<file path="src/hdl/host_port_defines.svh">
// constants for the host bus port
`ifndef HOST_PORT_DEFINES_SVH
`define HOST_PORT_DEFINES_SVH

`define ADDR_WIDTH        8
`define CHANNELS          4
`define STYLE_ASYNC_SPLIT 2'h0
`define STYLE_ASYNC_DIR   2'h1
`define STYLE_SYNC_SPLIT  2'h2
`define STYLE_SYNC_DIR    2'h3
`define PCLK_MAX_MHZ      54
`define SYS_CLK_MHZ       10
`define ACCESS_CYCLES     3'h2
`define PIN_RESET_VAL     7'h40

`endif

</file>
<file path="src/hdl/host_port_pkg.sv">
// types for the host bus port
package host_port_pkg;

  typedef enum logic [3:0] {
    ST_IDLE = 4'b0001,
    ST_BUSY = 4'b0010,
    ST_DONE = 4'b0100,
    ST_WAIT = 4'b1000
  } access_state_t;

  typedef struct packed {
    logic       valid;
    logic       write;
    logic [7:0] addr;
  } access_req_t;

endpackage

</file>
<file path="src/hdl/pin_sync.sv">
// two-flop synchroniser for a vector of pins
`timescale 1ns/1ps
`default_nettype none
module pin_sync #(
  parameter int WIDTH = 1
) (
  input  wire logic             clk_sys_in,
  input  wire logic             reset_in,
  input  wire logic [WIDTH-1:0] reset_val_in,
  input  wire logic [WIDTH-1:0] pin_in,
  output logic      [WIDTH-1:0] sync_out
);
  logic [WIDTH-1:0] meta_q;

  // reset value is a constant tie at each instance
  always_ff @(posedge clk_sys_in) begin
    if (reset_in) begin
      meta_q   <= reset_val_in;
      sync_out <= reset_val_in;
    end else begin
      meta_q   <= pin_in;
      sync_out <= meta_q;
    end
  end
endmodule
`default_nettype wire

</file>
<file path="src/hdl/quad_liu_host_bus_port.sv">
// parallel host port with hardware-mode pin reuse
// Summary of operation
// - strap high or floating selects hardware mode; host mode needs strap held low.
// - undriven strap reads as hardware mode via internal pull-up; the port has none, tb_top supplies it with a tri1 net.
// - split style: low write strobe pulse with select low is a write.
// - direction style: direction high requests read, low requests write, select low.
// - split style: low read strobe pulse with select low is a read.
// - direction style: low data strobe with select low marks the transfer phase.
// - split style: address captured on falling edge of address latch input.
// - direction style: address captured on falling edge of address strobe.
// - accesses ignored unless active-low device select is low.
// - split style: completion output driven high when access finishes.
// - direction style: transfer acknowledge driven low when access finishes.
// - hardware mode: write, read, latch, select pins become channel all-ones enables.
// - hardware mode: completion pin becomes receive squelch input.
// - bus style code: high style bit upper, low style bit lower.
// - codes 00 async split, 01 async direction, 10 sync split, 11 sync direction.
`include "host_port_defines.svh"
`timescale 1ns/1ps
`default_nettype none
module quad_liu_host_bus_port
  import host_port_pkg::*;
(
  input  wire logic                     clk_sys_in,
  input  wire logic                     reset_in,
  input  wire logic                     control_source_strap_in,
  input  wire logic                     host_bus_style_bit_low_in,
  input  wire logic                     host_bus_style_bit_high_in,
  input  wire logic                     write_or_direction_in,
  input  wire logic                     fetch_or_transfer_strobe_in,
  input  wire logic                     address_capture_input_in,
  input  wire logic                     device_select_n_in,
  input  wire logic [`ADDR_WIDTH-1:0]   address_in,
  input  wire logic                     access_complete_in,
  output logic                          access_complete_out,
  output logic                          access_complete_oe_out,
  output logic                          host_mode_out,
  output logic                          sync_style_out,
  output logic                          access_valid_out,
  output logic                          access_write_out,
  output logic [`ADDR_WIDTH-1:0]        access_addr_out,
  output logic [`CHANNELS-1:0]          send_all_ones_out,
  output logic                          receive_squelch_out
);
  // ==========================================================
  // pin synchronisers
  localparam int NSYNC = 7;
  logic [NSYNC-1:0] pins_raw;
  logic [NSYNC-1:0] pins_s;
  // strap resets to hardware mode, as the pull-up would give; channel pins
  // reset to their pulled-down level so no all-ones burst follows reset
  localparam logic [NSYNC-1:0] PIN_RESET = `PIN_RESET_VAL;
  assign pins_raw = {control_source_strap_in, host_bus_style_bit_high_in, host_bus_style_bit_low_in,
                     device_select_n_in, address_capture_input_in,
                     fetch_or_transfer_strobe_in, write_or_direction_in};

  pin_sync #(.WIDTH(NSYNC)) u_ctl_sync (
    .clk_sys_in   (clk_sys_in),
    .reset_in     (reset_in),
    .reset_val_in (PIN_RESET),
    .pin_in       (pins_raw),
    .sync_out     (pins_s)
  );

  logic [`ADDR_WIDTH-1:0] addr_meta_q;
  logic [`ADDR_WIDTH-1:0] addr_s_q;
  logic                   squelch_meta_q;
  logic                   squelch_s_q;
  // address bits cross one by one; the host holds them still around the latch edge
  always_ff @(posedge clk_sys_in) begin
    if (reset_in) begin
      addr_meta_q <= 8'h00;
      addr_s_q    <= 8'h00;
    end else begin
      addr_meta_q <= address_in;
      addr_s_q    <= addr_meta_q;
    end
  end

  // squelch resets to its pulled-down level
  always_ff @(posedge clk_sys_in) begin
    if (reset_in) begin
      squelch_meta_q <= 1'b0;
      squelch_s_q    <= 1'b0;
    end else begin
      squelch_meta_q <= access_complete_in;
      squelch_s_q    <= squelch_meta_q;
    end
  end

  // ==========================================================
  // mode and style decode
  wire       wr_dir_s  = pins_s[0];
  wire       fetch_or_transfer_strobe_s   = pins_s[1];
  wire       ale_s     = pins_s[2];
  wire       sel_n_s   = pins_s[3];
  wire [1:0] style     = pins_s[5:4];
  wire       host_mode = ~pins_s[6];
  wire       dir_style = (style == `STYLE_ASYNC_DIR) || (style == `STYLE_SYNC_DIR);
  wire       sync_sty  = (style == `STYLE_SYNC_SPLIT) || (style == `STYLE_SYNC_DIR);
  wire       selected  = host_mode & ~sel_n_s;

  // ==========================================================
  // address capture on strobe falling edge
  logic ale_prev_q;
  logic [`ADDR_WIDTH-1:0] addr_q;
  wire  addr_fall = ale_prev_q & ~ale_s & host_mode;
  always_ff @(posedge clk_sys_in) begin
    if (reset_in) begin
      ale_prev_q <= 1'b0;
      addr_q     <= 8'h00;
    end else begin
      ale_prev_q <= ale_s;
      if (addr_fall) begin
        addr_q <= addr_s_q;
      end
    end
  end

  // ==========================================================
  // access request decode
  wire split_wr   = ~dir_style & ~wr_dir_s;
  wire split_rd   = ~dir_style & ~fetch_or_transfer_strobe_s;
  wire dir_xfer   = dir_style & ~fetch_or_transfer_strobe_s;
  wire dir_write  = ~wr_dir_s;
  // both split strobes low at once is treated as a write
  wire strobe_act = selected & (split_wr | split_rd | dir_xfer);
  wire req_write  = dir_style ? dir_write : split_wr;

  // ==========================================================
  // access state machine
  access_state_t state_q;
  access_state_t state_d;
  logic [2:0]    cnt_q;
  access_req_t   req_q;
  wire           busy_end = (cnt_q == `ACCESS_CYCLES);
  wire           req_take = (state_q == ST_IDLE) && strobe_act;

  always_comb begin
    state_d = state_q;
    case (state_q)
      ST_IDLE: if (strobe_act) state_d = ST_BUSY;
      // select released mid-access: drop it without a valid pulse
      ST_BUSY: if (!selected) state_d = ST_IDLE;
               else if (busy_end) state_d = ST_DONE;
      ST_DONE: state_d = ST_WAIT;
      // one indication per access: wait for select or strobe release
      ST_WAIT: if (!strobe_act) state_d = ST_IDLE;
      default: state_d = ST_IDLE;
    endcase
  end

  always_ff @(posedge clk_sys_in) begin
    if (reset_in) begin
      state_q <= ST_IDLE;
    end else begin
      state_q <= state_d;
    end
  end

  // cleared outside busy so every access waits the full count
  always_ff @(posedge clk_sys_in) begin
    if (reset_in) begin
      cnt_q <= 3'h0;
    end else begin
      cnt_q <= (state_q == ST_BUSY) ? cnt_q + 3'h1 : 3'h0;
    end
  end

  // ==========================================================
  // request register
  // kind and address frozen at the strobe; a later latch edge cannot alter them
  always_ff @(posedge clk_sys_in) begin
    if (reset_in) begin
      req_q <= '0;
    end else begin
      req_q.valid <= (state_q == ST_BUSY) && (state_d == ST_DONE);
      if (req_take) begin
        req_q.write <= req_write;
        req_q.addr  <= addr_q;
      end
    end
  end

  // ==========================================================
  // completion output and hardware-mode controls
  wire done_ind = (state_q == ST_DONE) || (state_q == ST_WAIT);
  wire done_lvl = done_ind & selected;
  logic done_pin_q;
  logic [`CHANNELS-1:0] all_ones_q;
  always_ff @(posedge clk_sys_in) begin
    if (reset_in) begin
      done_pin_q <= 1'b0;
    end else begin
      // split: high when done; direction: low when done; idle level otherwise
      done_pin_q <= dir_style ? ~done_lvl : done_lvl;
    end
  end

  // ==========================================================
  // hardware-mode channel controls
  // held low in host mode so bus traffic never reaches the line drivers
  wire [`CHANNELS-1:0] hw_pin_lvl = {sel_n_s, ale_s, fetch_or_transfer_strobe_s, wr_dir_s};
  for (genvar ch = 0; ch < `CHANNELS; ch++) begin : g_all_ones
    always_ff @(posedge clk_sys_in) begin
      if (reset_in) begin
        all_ones_q[ch] <= 1'b0;
      end else begin
        all_ones_q[ch] <= host_mode ? 1'b0 : hw_pin_lvl[ch];
      end
    end
  end

  assign access_complete_out    = done_pin_q;
  assign access_complete_oe_out = host_mode;
  assign host_mode_out          = host_mode;
  assign sync_style_out         = sync_sty;
  assign access_valid_out       = req_q.valid;
  assign access_write_out       = req_q.write;
  assign access_addr_out        = req_q.addr;
  assign send_all_ones_out      = all_ones_q;
  assign receive_squelch_out    = ~host_mode & squelch_s_q;
endmodule
`default_nettype wire

</file>
<file path="config.mk">
export PLATFORM = sky130hd
export DESIGN_NAME = quad_liu_host_bus_port
export DESIGN_NICKNAME = d
export VERILOG_FILES = /design/src/hdl/host_port_pkg.sv /design/src/hdl/pin_sync.sv /design/src/hdl/quad_liu_host_bus_port.sv
export VERILOG_INCLUDE_DIRS = /design/src /design/src/hdl
export SDC_FILE = /design/constraint.sdc
export NUM_CORES = 1
export LEC_CHECK = 0
export ABC_AREA = 0
export BUFFER_PORTS_ARGS = -buffer_cell sky130_fd_sc_hd__buf_2
export CAP_MARGIN = 5
export CELL_PAD_IN_SITES_DETAIL_PLACEMENT = 0
export CELL_PAD_IN_SITES_GLOBAL_PLACEMENT = 1
export CORE_AREA = 2 2 83 65
export CTS_CLUSTER_DIAMETER = 200
export DETAILED_ROUTE_END_ITERATION = 8
export DIE_AREA = 0 0 85 67
export HOLD_SLACK_MARGIN = 0.03
export PLACE_DENSITY_LB_ADDON = 0.15
export SETUP_SLACK_MARGIN = 0.05
export SLEW_MARGIN = 10
export SYNTH_ARGS = -nofsm -noshare
export SYNTH_HDL_FRONTEND = slang
export SYNTH_SLANG_ARGS = --single-unit
</file>
<file path="constraint.sdc">
create_clock -name clk_sys_in -period 2.25 [get_ports clk_sys_in]
set_input_delay 0.3375 -clock clk_sys_in [delete_from_list [all_inputs] [get_ports clk_sys_in]]
set_output_delay 0.3375 -clock clk_sys_in [all_outputs]
set_load 0.03 [all_outputs]
</file>
* Word level (Yosys, flattened, before mapping)
Index checks and enable logic that the tools add are counted.
** Storage, ports and cells
- Register bits after elaboration :: 63
- Input port bits :: 18
- Output and inout port bits :: 19
- Word-level logic and storage cells :: 61
** Operators by class
- Add/subtract/negate cells :: 1
- Eq/ne operators :: 9
- Mux-type cells :: 7
- Bitwise gates (word level) :: 19
- Reductions and logical operators :: 7
** Operators with widths (count)
- 4-bit two-way mux :: 4
- 4-bit one-hot mux with 4 select lines :: 1
- 1-bit bitwise AND :: 9
- 4-bit by 3-bit == test with 1-bit output (second input constant) :: 2
- 1-bit NOT :: 8
- 2-bit == test (second input constant) :: 2
- 4-bit by 1-bit == test with 1-bit output (second input constant) :: 1
- 4-bit by 2-bit == test with 1-bit output (second input constant) :: 1
- 4-bit == test (second input constant) :: 1
- 2-bit OR reduction :: 2
- 3-bit by 1-bit adder with 3-bit output (second input constant) :: 1
- 3-bit by 2-bit == test with 1-bit output (second input constant) :: 1
- 1-bit logical OR :: 3
- 2-bit by 1-bit == test with 1-bit output (second input constant) :: 1
- 1-bit logical AND :: 2
- 1-bit two-way mux :: 2
- 1-bit bitwise OR :: 2

* Logic depth before layout (Yosys ltp)
- Word-level depth :: 11
- Depth in mapped cells :: 5
- Mapped depth without buffers :: 5

* Cells and area by module
Synthesis repeated with hierarchy kept, for this count alone.
** Second synthesis, totals
- Cells, all modules :: 187
- Area, all modules :: 2125.8 sq um
** By module, submodules not included
- quad_liu_host_bus_port :: instances 1, cells each 158, area each 1676.6 sq um, seq. area each 980.9 sq um
- pin_sync :: instances 1, cells each 29, area each 449.2 sq um, seq. area each 280.3 sq um

* Least setup slack after synthesis
No wires, ideal clock.
- Path type :: flip-flop to flip-flop
- From :: register state_q[0]
- To :: register done_pin_q, in the netlist access_complete_out
- Setup time :: 0.071 ns
- Arrival time :: 1.324 ns
- Data required time :: 2.179 ns
- Path slack :: 0.855 ns
- Stages on the path, launching flop included :: 5
- Period minus slack after synthesis :: 1.395 ns
- Cells stage by stage :: dfxtp_1 > buf_6 > or4_4 > or3_1 > a21oi_1
** Between the ends
- Word-level cells in the longest chain between the ends :: 5
** RTL lines
- start, declared :: line quad_liu_host_bus_port.sv:132 : access_state_t state_q;
- start signal, assigned :: line quad_liu_host_bus_port.sv:157 : state_q <= state_d;
- 4-bit by 3-bit == test with 1-bit output or 4-bit == test (tied branches) :: line quad_liu_host_bus_port.sv:187 : wire done_ind = (state_q == ST_DONE) || (state_q == ST_WAIT);
- 1-bit logical OR (*) :: line quad_liu_host_bus_port.sv:187
- 1-bit bitwise AND (*) :: line quad_liu_host_bus_port.sv:188 : wire done_lvl = done_ind & selected;
- 1-bit NOT :: line quad_liu_host_bus_port.sv:196 : done_pin_q <= dir_style ? ~done_lvl : done_lvl;
- 1-bit two-way mux (*) :: line quad_liu_host_bus_port.sv:196
- end signal, assigned :: line quad_liu_host_bus_port.sv:196
- end, declared :: line quad_liu_host_bus_port.sv:189 : logic done_pin_q;
Mark *: on every way between the ends. The rest lies on a longest branch, timed or not.
A chain may end at the register's enable or synchronous reset.

* Worst setup path after layout
- From :: register u_ctl_sync.sync_out[4]
- To :: register req_q, in the netlist access_addr_out[6]
** Between the ends
- Word-level cells in the longest chain between the ends :: 8
** RTL lines
- start, declared :: line pin_sync.sv:11 : output logic [WIDTH-1:0] sync_out
- start signal, assigned :: line pin_sync.sv:19 : sync_out <= reset_val_in;
- start signal, assigned :: line pin_sync.sv:22 : sync_out <= meta_q;
- 2-bit by 1-bit == test with 1-bit output (no line) or 2-bit == test (tied branches)
- 1-bit logical OR (*) :: line quad_liu_host_bus_port.sv:99 : wire dir_style = (style == `STYLE_ASYNC_DIR) || (style == `STYLE_SYNC_DIR);
- 1-bit NOT :: line quad_liu_host_bus_port.sv:122, quad_liu_host_bus_port.sv:123
- 1-bit bitwise AND, on equally long branches :: line quad_liu_host_bus_port.sv:122, quad_liu_host_bus_port.sv:123
- 1-bit bitwise OR :: line quad_liu_host_bus_port.sv:127 : wire strobe_act = selected & (split_wr | split_rd | dir_xfer);
- 1-bit bitwise OR (*) :: line quad_liu_host_bus_port.sv:127
- 1-bit bitwise AND (*) :: line quad_liu_host_bus_port.sv:127
- 1-bit logical AND (*) :: line quad_liu_host_bus_port.sv:137 : wire req_take = (state_q == ST_IDLE) && strobe_act;
- end, declared :: line quad_liu_host_bus_port.sv:135 : access_req_t req_q;
Marks and branches as above.

==> results.cfg <==
[clock_tree]
clk_pin_slew_worst_paths_ns = 0.06
insertion_delay_ns = 0.33
cts_tree = done
clockBufferDepth = 2
hold_buffers = 0
post_cts_buffers = 0
ctsResizeCount = 0
cts.sinks = 63
cts_buffers = 9
cts_root_buf = clkbuf_8
htreeDepth = 3

[die]
die-area_um2 = 5695
die_w_um = 85
coreArea_um2 = 4817
io_pins = 37
start_util_pct = 44.68
fp.dieH_um = 67
row_count = 22

[timing]
finalMaxSlewViolations = 0
max_freq_ghz = 0.5782
tightest_slew_ns = 0.5814
fin_skew_ns = 0.006172
finalCritPeriodShare_pct = 76.86
setup-tns-final_ns = 0
fin_crit_ns = 1.729
rsz0062_at_grt = false
hold_slack_ns = 0.1900
hold_viol_final = 0
timing.slew.headroom_pct = 60.83
finalSetupViolCount = 0

[power]
fin_total_pwr_w = 0.002372
clkPwrFrac_pct = 47.0
ir_drop_mv = 0.7754
switching_power_w = 0.0004485
power_density_nw_per_um2 = 920.1
internal-power_w = 0.001923
p_sw_share_pct = 18.91
seq_power_share_pct = 49.0
power_frac_comb_pct = 4.0
p_leak_nw = 1.045

[synthesis]
synthDistinctLibCells = 34
ys_seq_area_share_pct = 58.60
avgSynthCellArea_um2 = 10.87
syn_inst = 198
yosys_warnings = 0
synth_area_um2 = 2152
ys_ff_latch = 63
synth_area_leaders = dfxtp_1, nor2b_1, mux2i_1
synth_nets = 218
synth_top_area_share_pct = 58.60
synth_top_cell_by_area = dfxtp_1

[worst_setup_path]
critPathCaptureType = register
cpPeakStageDelay_ns = 0.58
r2r_slack_ns = 0.52
path_max_fanout = 9
r2r_end = access_addr_out[6]$_SDFFE_PP0P_
cp.required_ns = 2.49
cpMaxStageDelayCell = and3_1
r2r_start = u_ctl_sync.sync_out[4]$_SDFF_PP0_
timing.critical_path.buf_inv = 0
ff2ff_path_depth = 3
cp_top_family = simple AND/OR/NAND/NOR gates
worst_ep_arrival_time_ns = 1.97
start_kind = register
path_cells = o21ai_0, and3_1, mux2i_1
path_class = reg -> reg

[route]
vias_per_cell = 4.549
firstDrtPassIters = 4
vias = 1351
wl_per_cell_um = 11.35
drt_iter0_markers = 27
routed_wl_mm = 3.372
ant_nets = 0
drc = 0

[final_layout]
final_common_cell = dfxtp_1
nets = 253
n_antenna_cell = 0
drive_gt1_share_pct = 23.21
final_cell_mix = dfxtp_1, buf_2, nor2b_1, nand2b_1, mux2i_1
area_delta_synth_final_pct = 19.77
fillCellCount = 438
final_area_um2 = 2577

[global_route]
antenna_found_initial = 0
overflow = 0
grt_pass1_wl_mm = 6.120
grt_pass1_vias = 1351
grt_max_degree = 34
grtUsageTotal_pct = 14.21

[place]
routabilityCongestion = 0.7668
detailed_place.area_um2 = 2351
hpwl_mm = 2.365
port-buffer-count = 36

[job]
drv_cap = 0

[min_path]
hold_start = control_source_strap_in
hold-path-cell-count = 2
worstHoldPathType = in -> reg
worstHoldEndpoint = u_ctl_sync.meta_q[6]$_SDFF_PP1_

[status]
status = finished clean
-- sequential cells by signal, summed over array words and instances (netlist names) --
register             count
access_complete_out      1
access_valid_out         1
squelch_meta_q           1
u_ctl_sync.sync_out      7
squelch_s_q              1
u_ctl_sync.meta_q        7
addr_q                   8
ale_prev_q               1
addr_s_q                 8
access_write_out         1
access_addr_out          8
send_all_ones_out        4
state_q                  4
cnt_q                    3
addr_meta_q              8
-- cell usage after synthesis --
| library cell | count |
|---|---|
| dfxtp_1 | 63 |
| nor2b_1 | 32 |
| nand2b_1 | 19 |
| mux2i_1 | 16 |
| nor2_1 | 15 |
| clkbuf_1 | 8 |
| and2_1 | 5 |
| a2111oi_0 | 3 |
| buf_2 | 3 |
| inv_1 | 3 |
| xnor2_1 | 3 |
| a21oi_1 | 2 |
| buf_4 | 2 |
| ha_1 | 2 |
| o21ai_0 | 2 |
| or2_2 | 2 |
| a211o_1 | 1 |
| a211oi_1 | 1 |
| a21boi_0 | 1 |
| a221oi_1 | 1 |
| a31oi_1 | 1 |
| and3_1 | 1 |
| buf_6 | 1 |
| nand2_1 | 1 |
| nand3_1 | 1 |
| nand4_1 | 1 |
| nand4b_1 | 1 |
| nor3_1 | 1 |
| nor3b_1 | 1 |
| nor4b_2 | 1 |
| o32ai_1 | 1 |
| or3_1 | 1 |
| or4_4 | 1 |
| xor2_1 | 1 |
-- worst max-delay path by stage --
stage	start	to	slack [ns]	depth (start not counted)
after floorplan	state_q[0]$_SDFF_PP1_	access_complete_out$_SDFF_PP0_	0.86	4
after global placement	state_q[0]$_SDFF_PP1_	access_addr_out[7]$_SDFFE_PP0P_	0.72	3
after detailed placement	u_ctl_sync.sync_out[0]$_SDFF_PP0_	access_addr_out[6]$_SDFFE_PP0P_	0.54	3
after CTS	u_ctl_sync.sync_out[4]$_SDFF_PP0_	access_addr_out[6]$_SDFFE_PP0P_	0.53	3
after global routing	u_ctl_sync.sync_out[4]$_SDFF_PP0_	access_addr_out[6]$_SDFFE_PP0P_	0.43	3
final	u_ctl_sync.sync_out[4]$_SDFF_PP0_	access_addr_out[6]$_SDFFE_PP0P_	0.52	3
-- metrics by stage --
stage	worst slack (ns)	cells	util (%)
floorplan	0.8552	198	-
global placement	0.7158	282	48.81
detailed placement	0.5366	282	48.81
CTS	0.5274	297	53.51
global route	0.4284	297	53.51
finish	0.5206	297	53.51
-- logic make-up after synthesis --
kind of cell,count (synthesis),synth area share [%]
flip-flops,63,58.60
adder cells (fa/ha/maj),2,1.163
AO/OA/AOI/OAI,13,4.361
multiplexers,16,7.442
XOR/XNOR,4,1.628
buffers and inverters,17,3.837
AND/OR/NAND/NOR,83,22.96
-- worst register-to-register path, stage by stage (launching register included) --
cell,delay [ns]
dfxtp_1,0.31
o21ai_0,0.48
and3_1,0.58
mux2i_1,0.28
-- power groups by stage --
stage          Sequential [W]  Combinational [W]  Clock (W)
6_report              0.00116          0.0000958    0.00111
4_1_cts               0.00116          0.0000977    0.00115
3_5_place_dp          0.00119          0.0000973          0
3_3_place_gp          0.00119          0.0000946          0
5_1_grt               0.00116           0.000108    0.00120
2_1_floorplan         0.00119          0.0000694          0
-- metal layers --
layer	wire, um	track usage (%)	vias to the layer above
li1	-	-	714
met1	1701	17.19	600
met2	1391	21.19	35
met3	260	8.178	2
met4	18	4.762	0
met5	0	0	-
-- cell type report --
| type | instances | area [um2] | share of cell area (%) |
|---|---|---|---|
| inverters | 3 | 11.26 | 0.4369 |
| well taps | 60 | 75.07 | 2.913 |
| clock buffers | 11 | 131.4 | 5.097 |
| clock inverters | 4 | 95.09 | 3.689 |
| repair buffers | 38 | 195.2 | 7.573 |
| flip-flops and latches | 63 | 1261 | 48.93 |
| multi-input cells | 118 | 808.3 | 31.36 |
(Power assumes the default switching activity.)
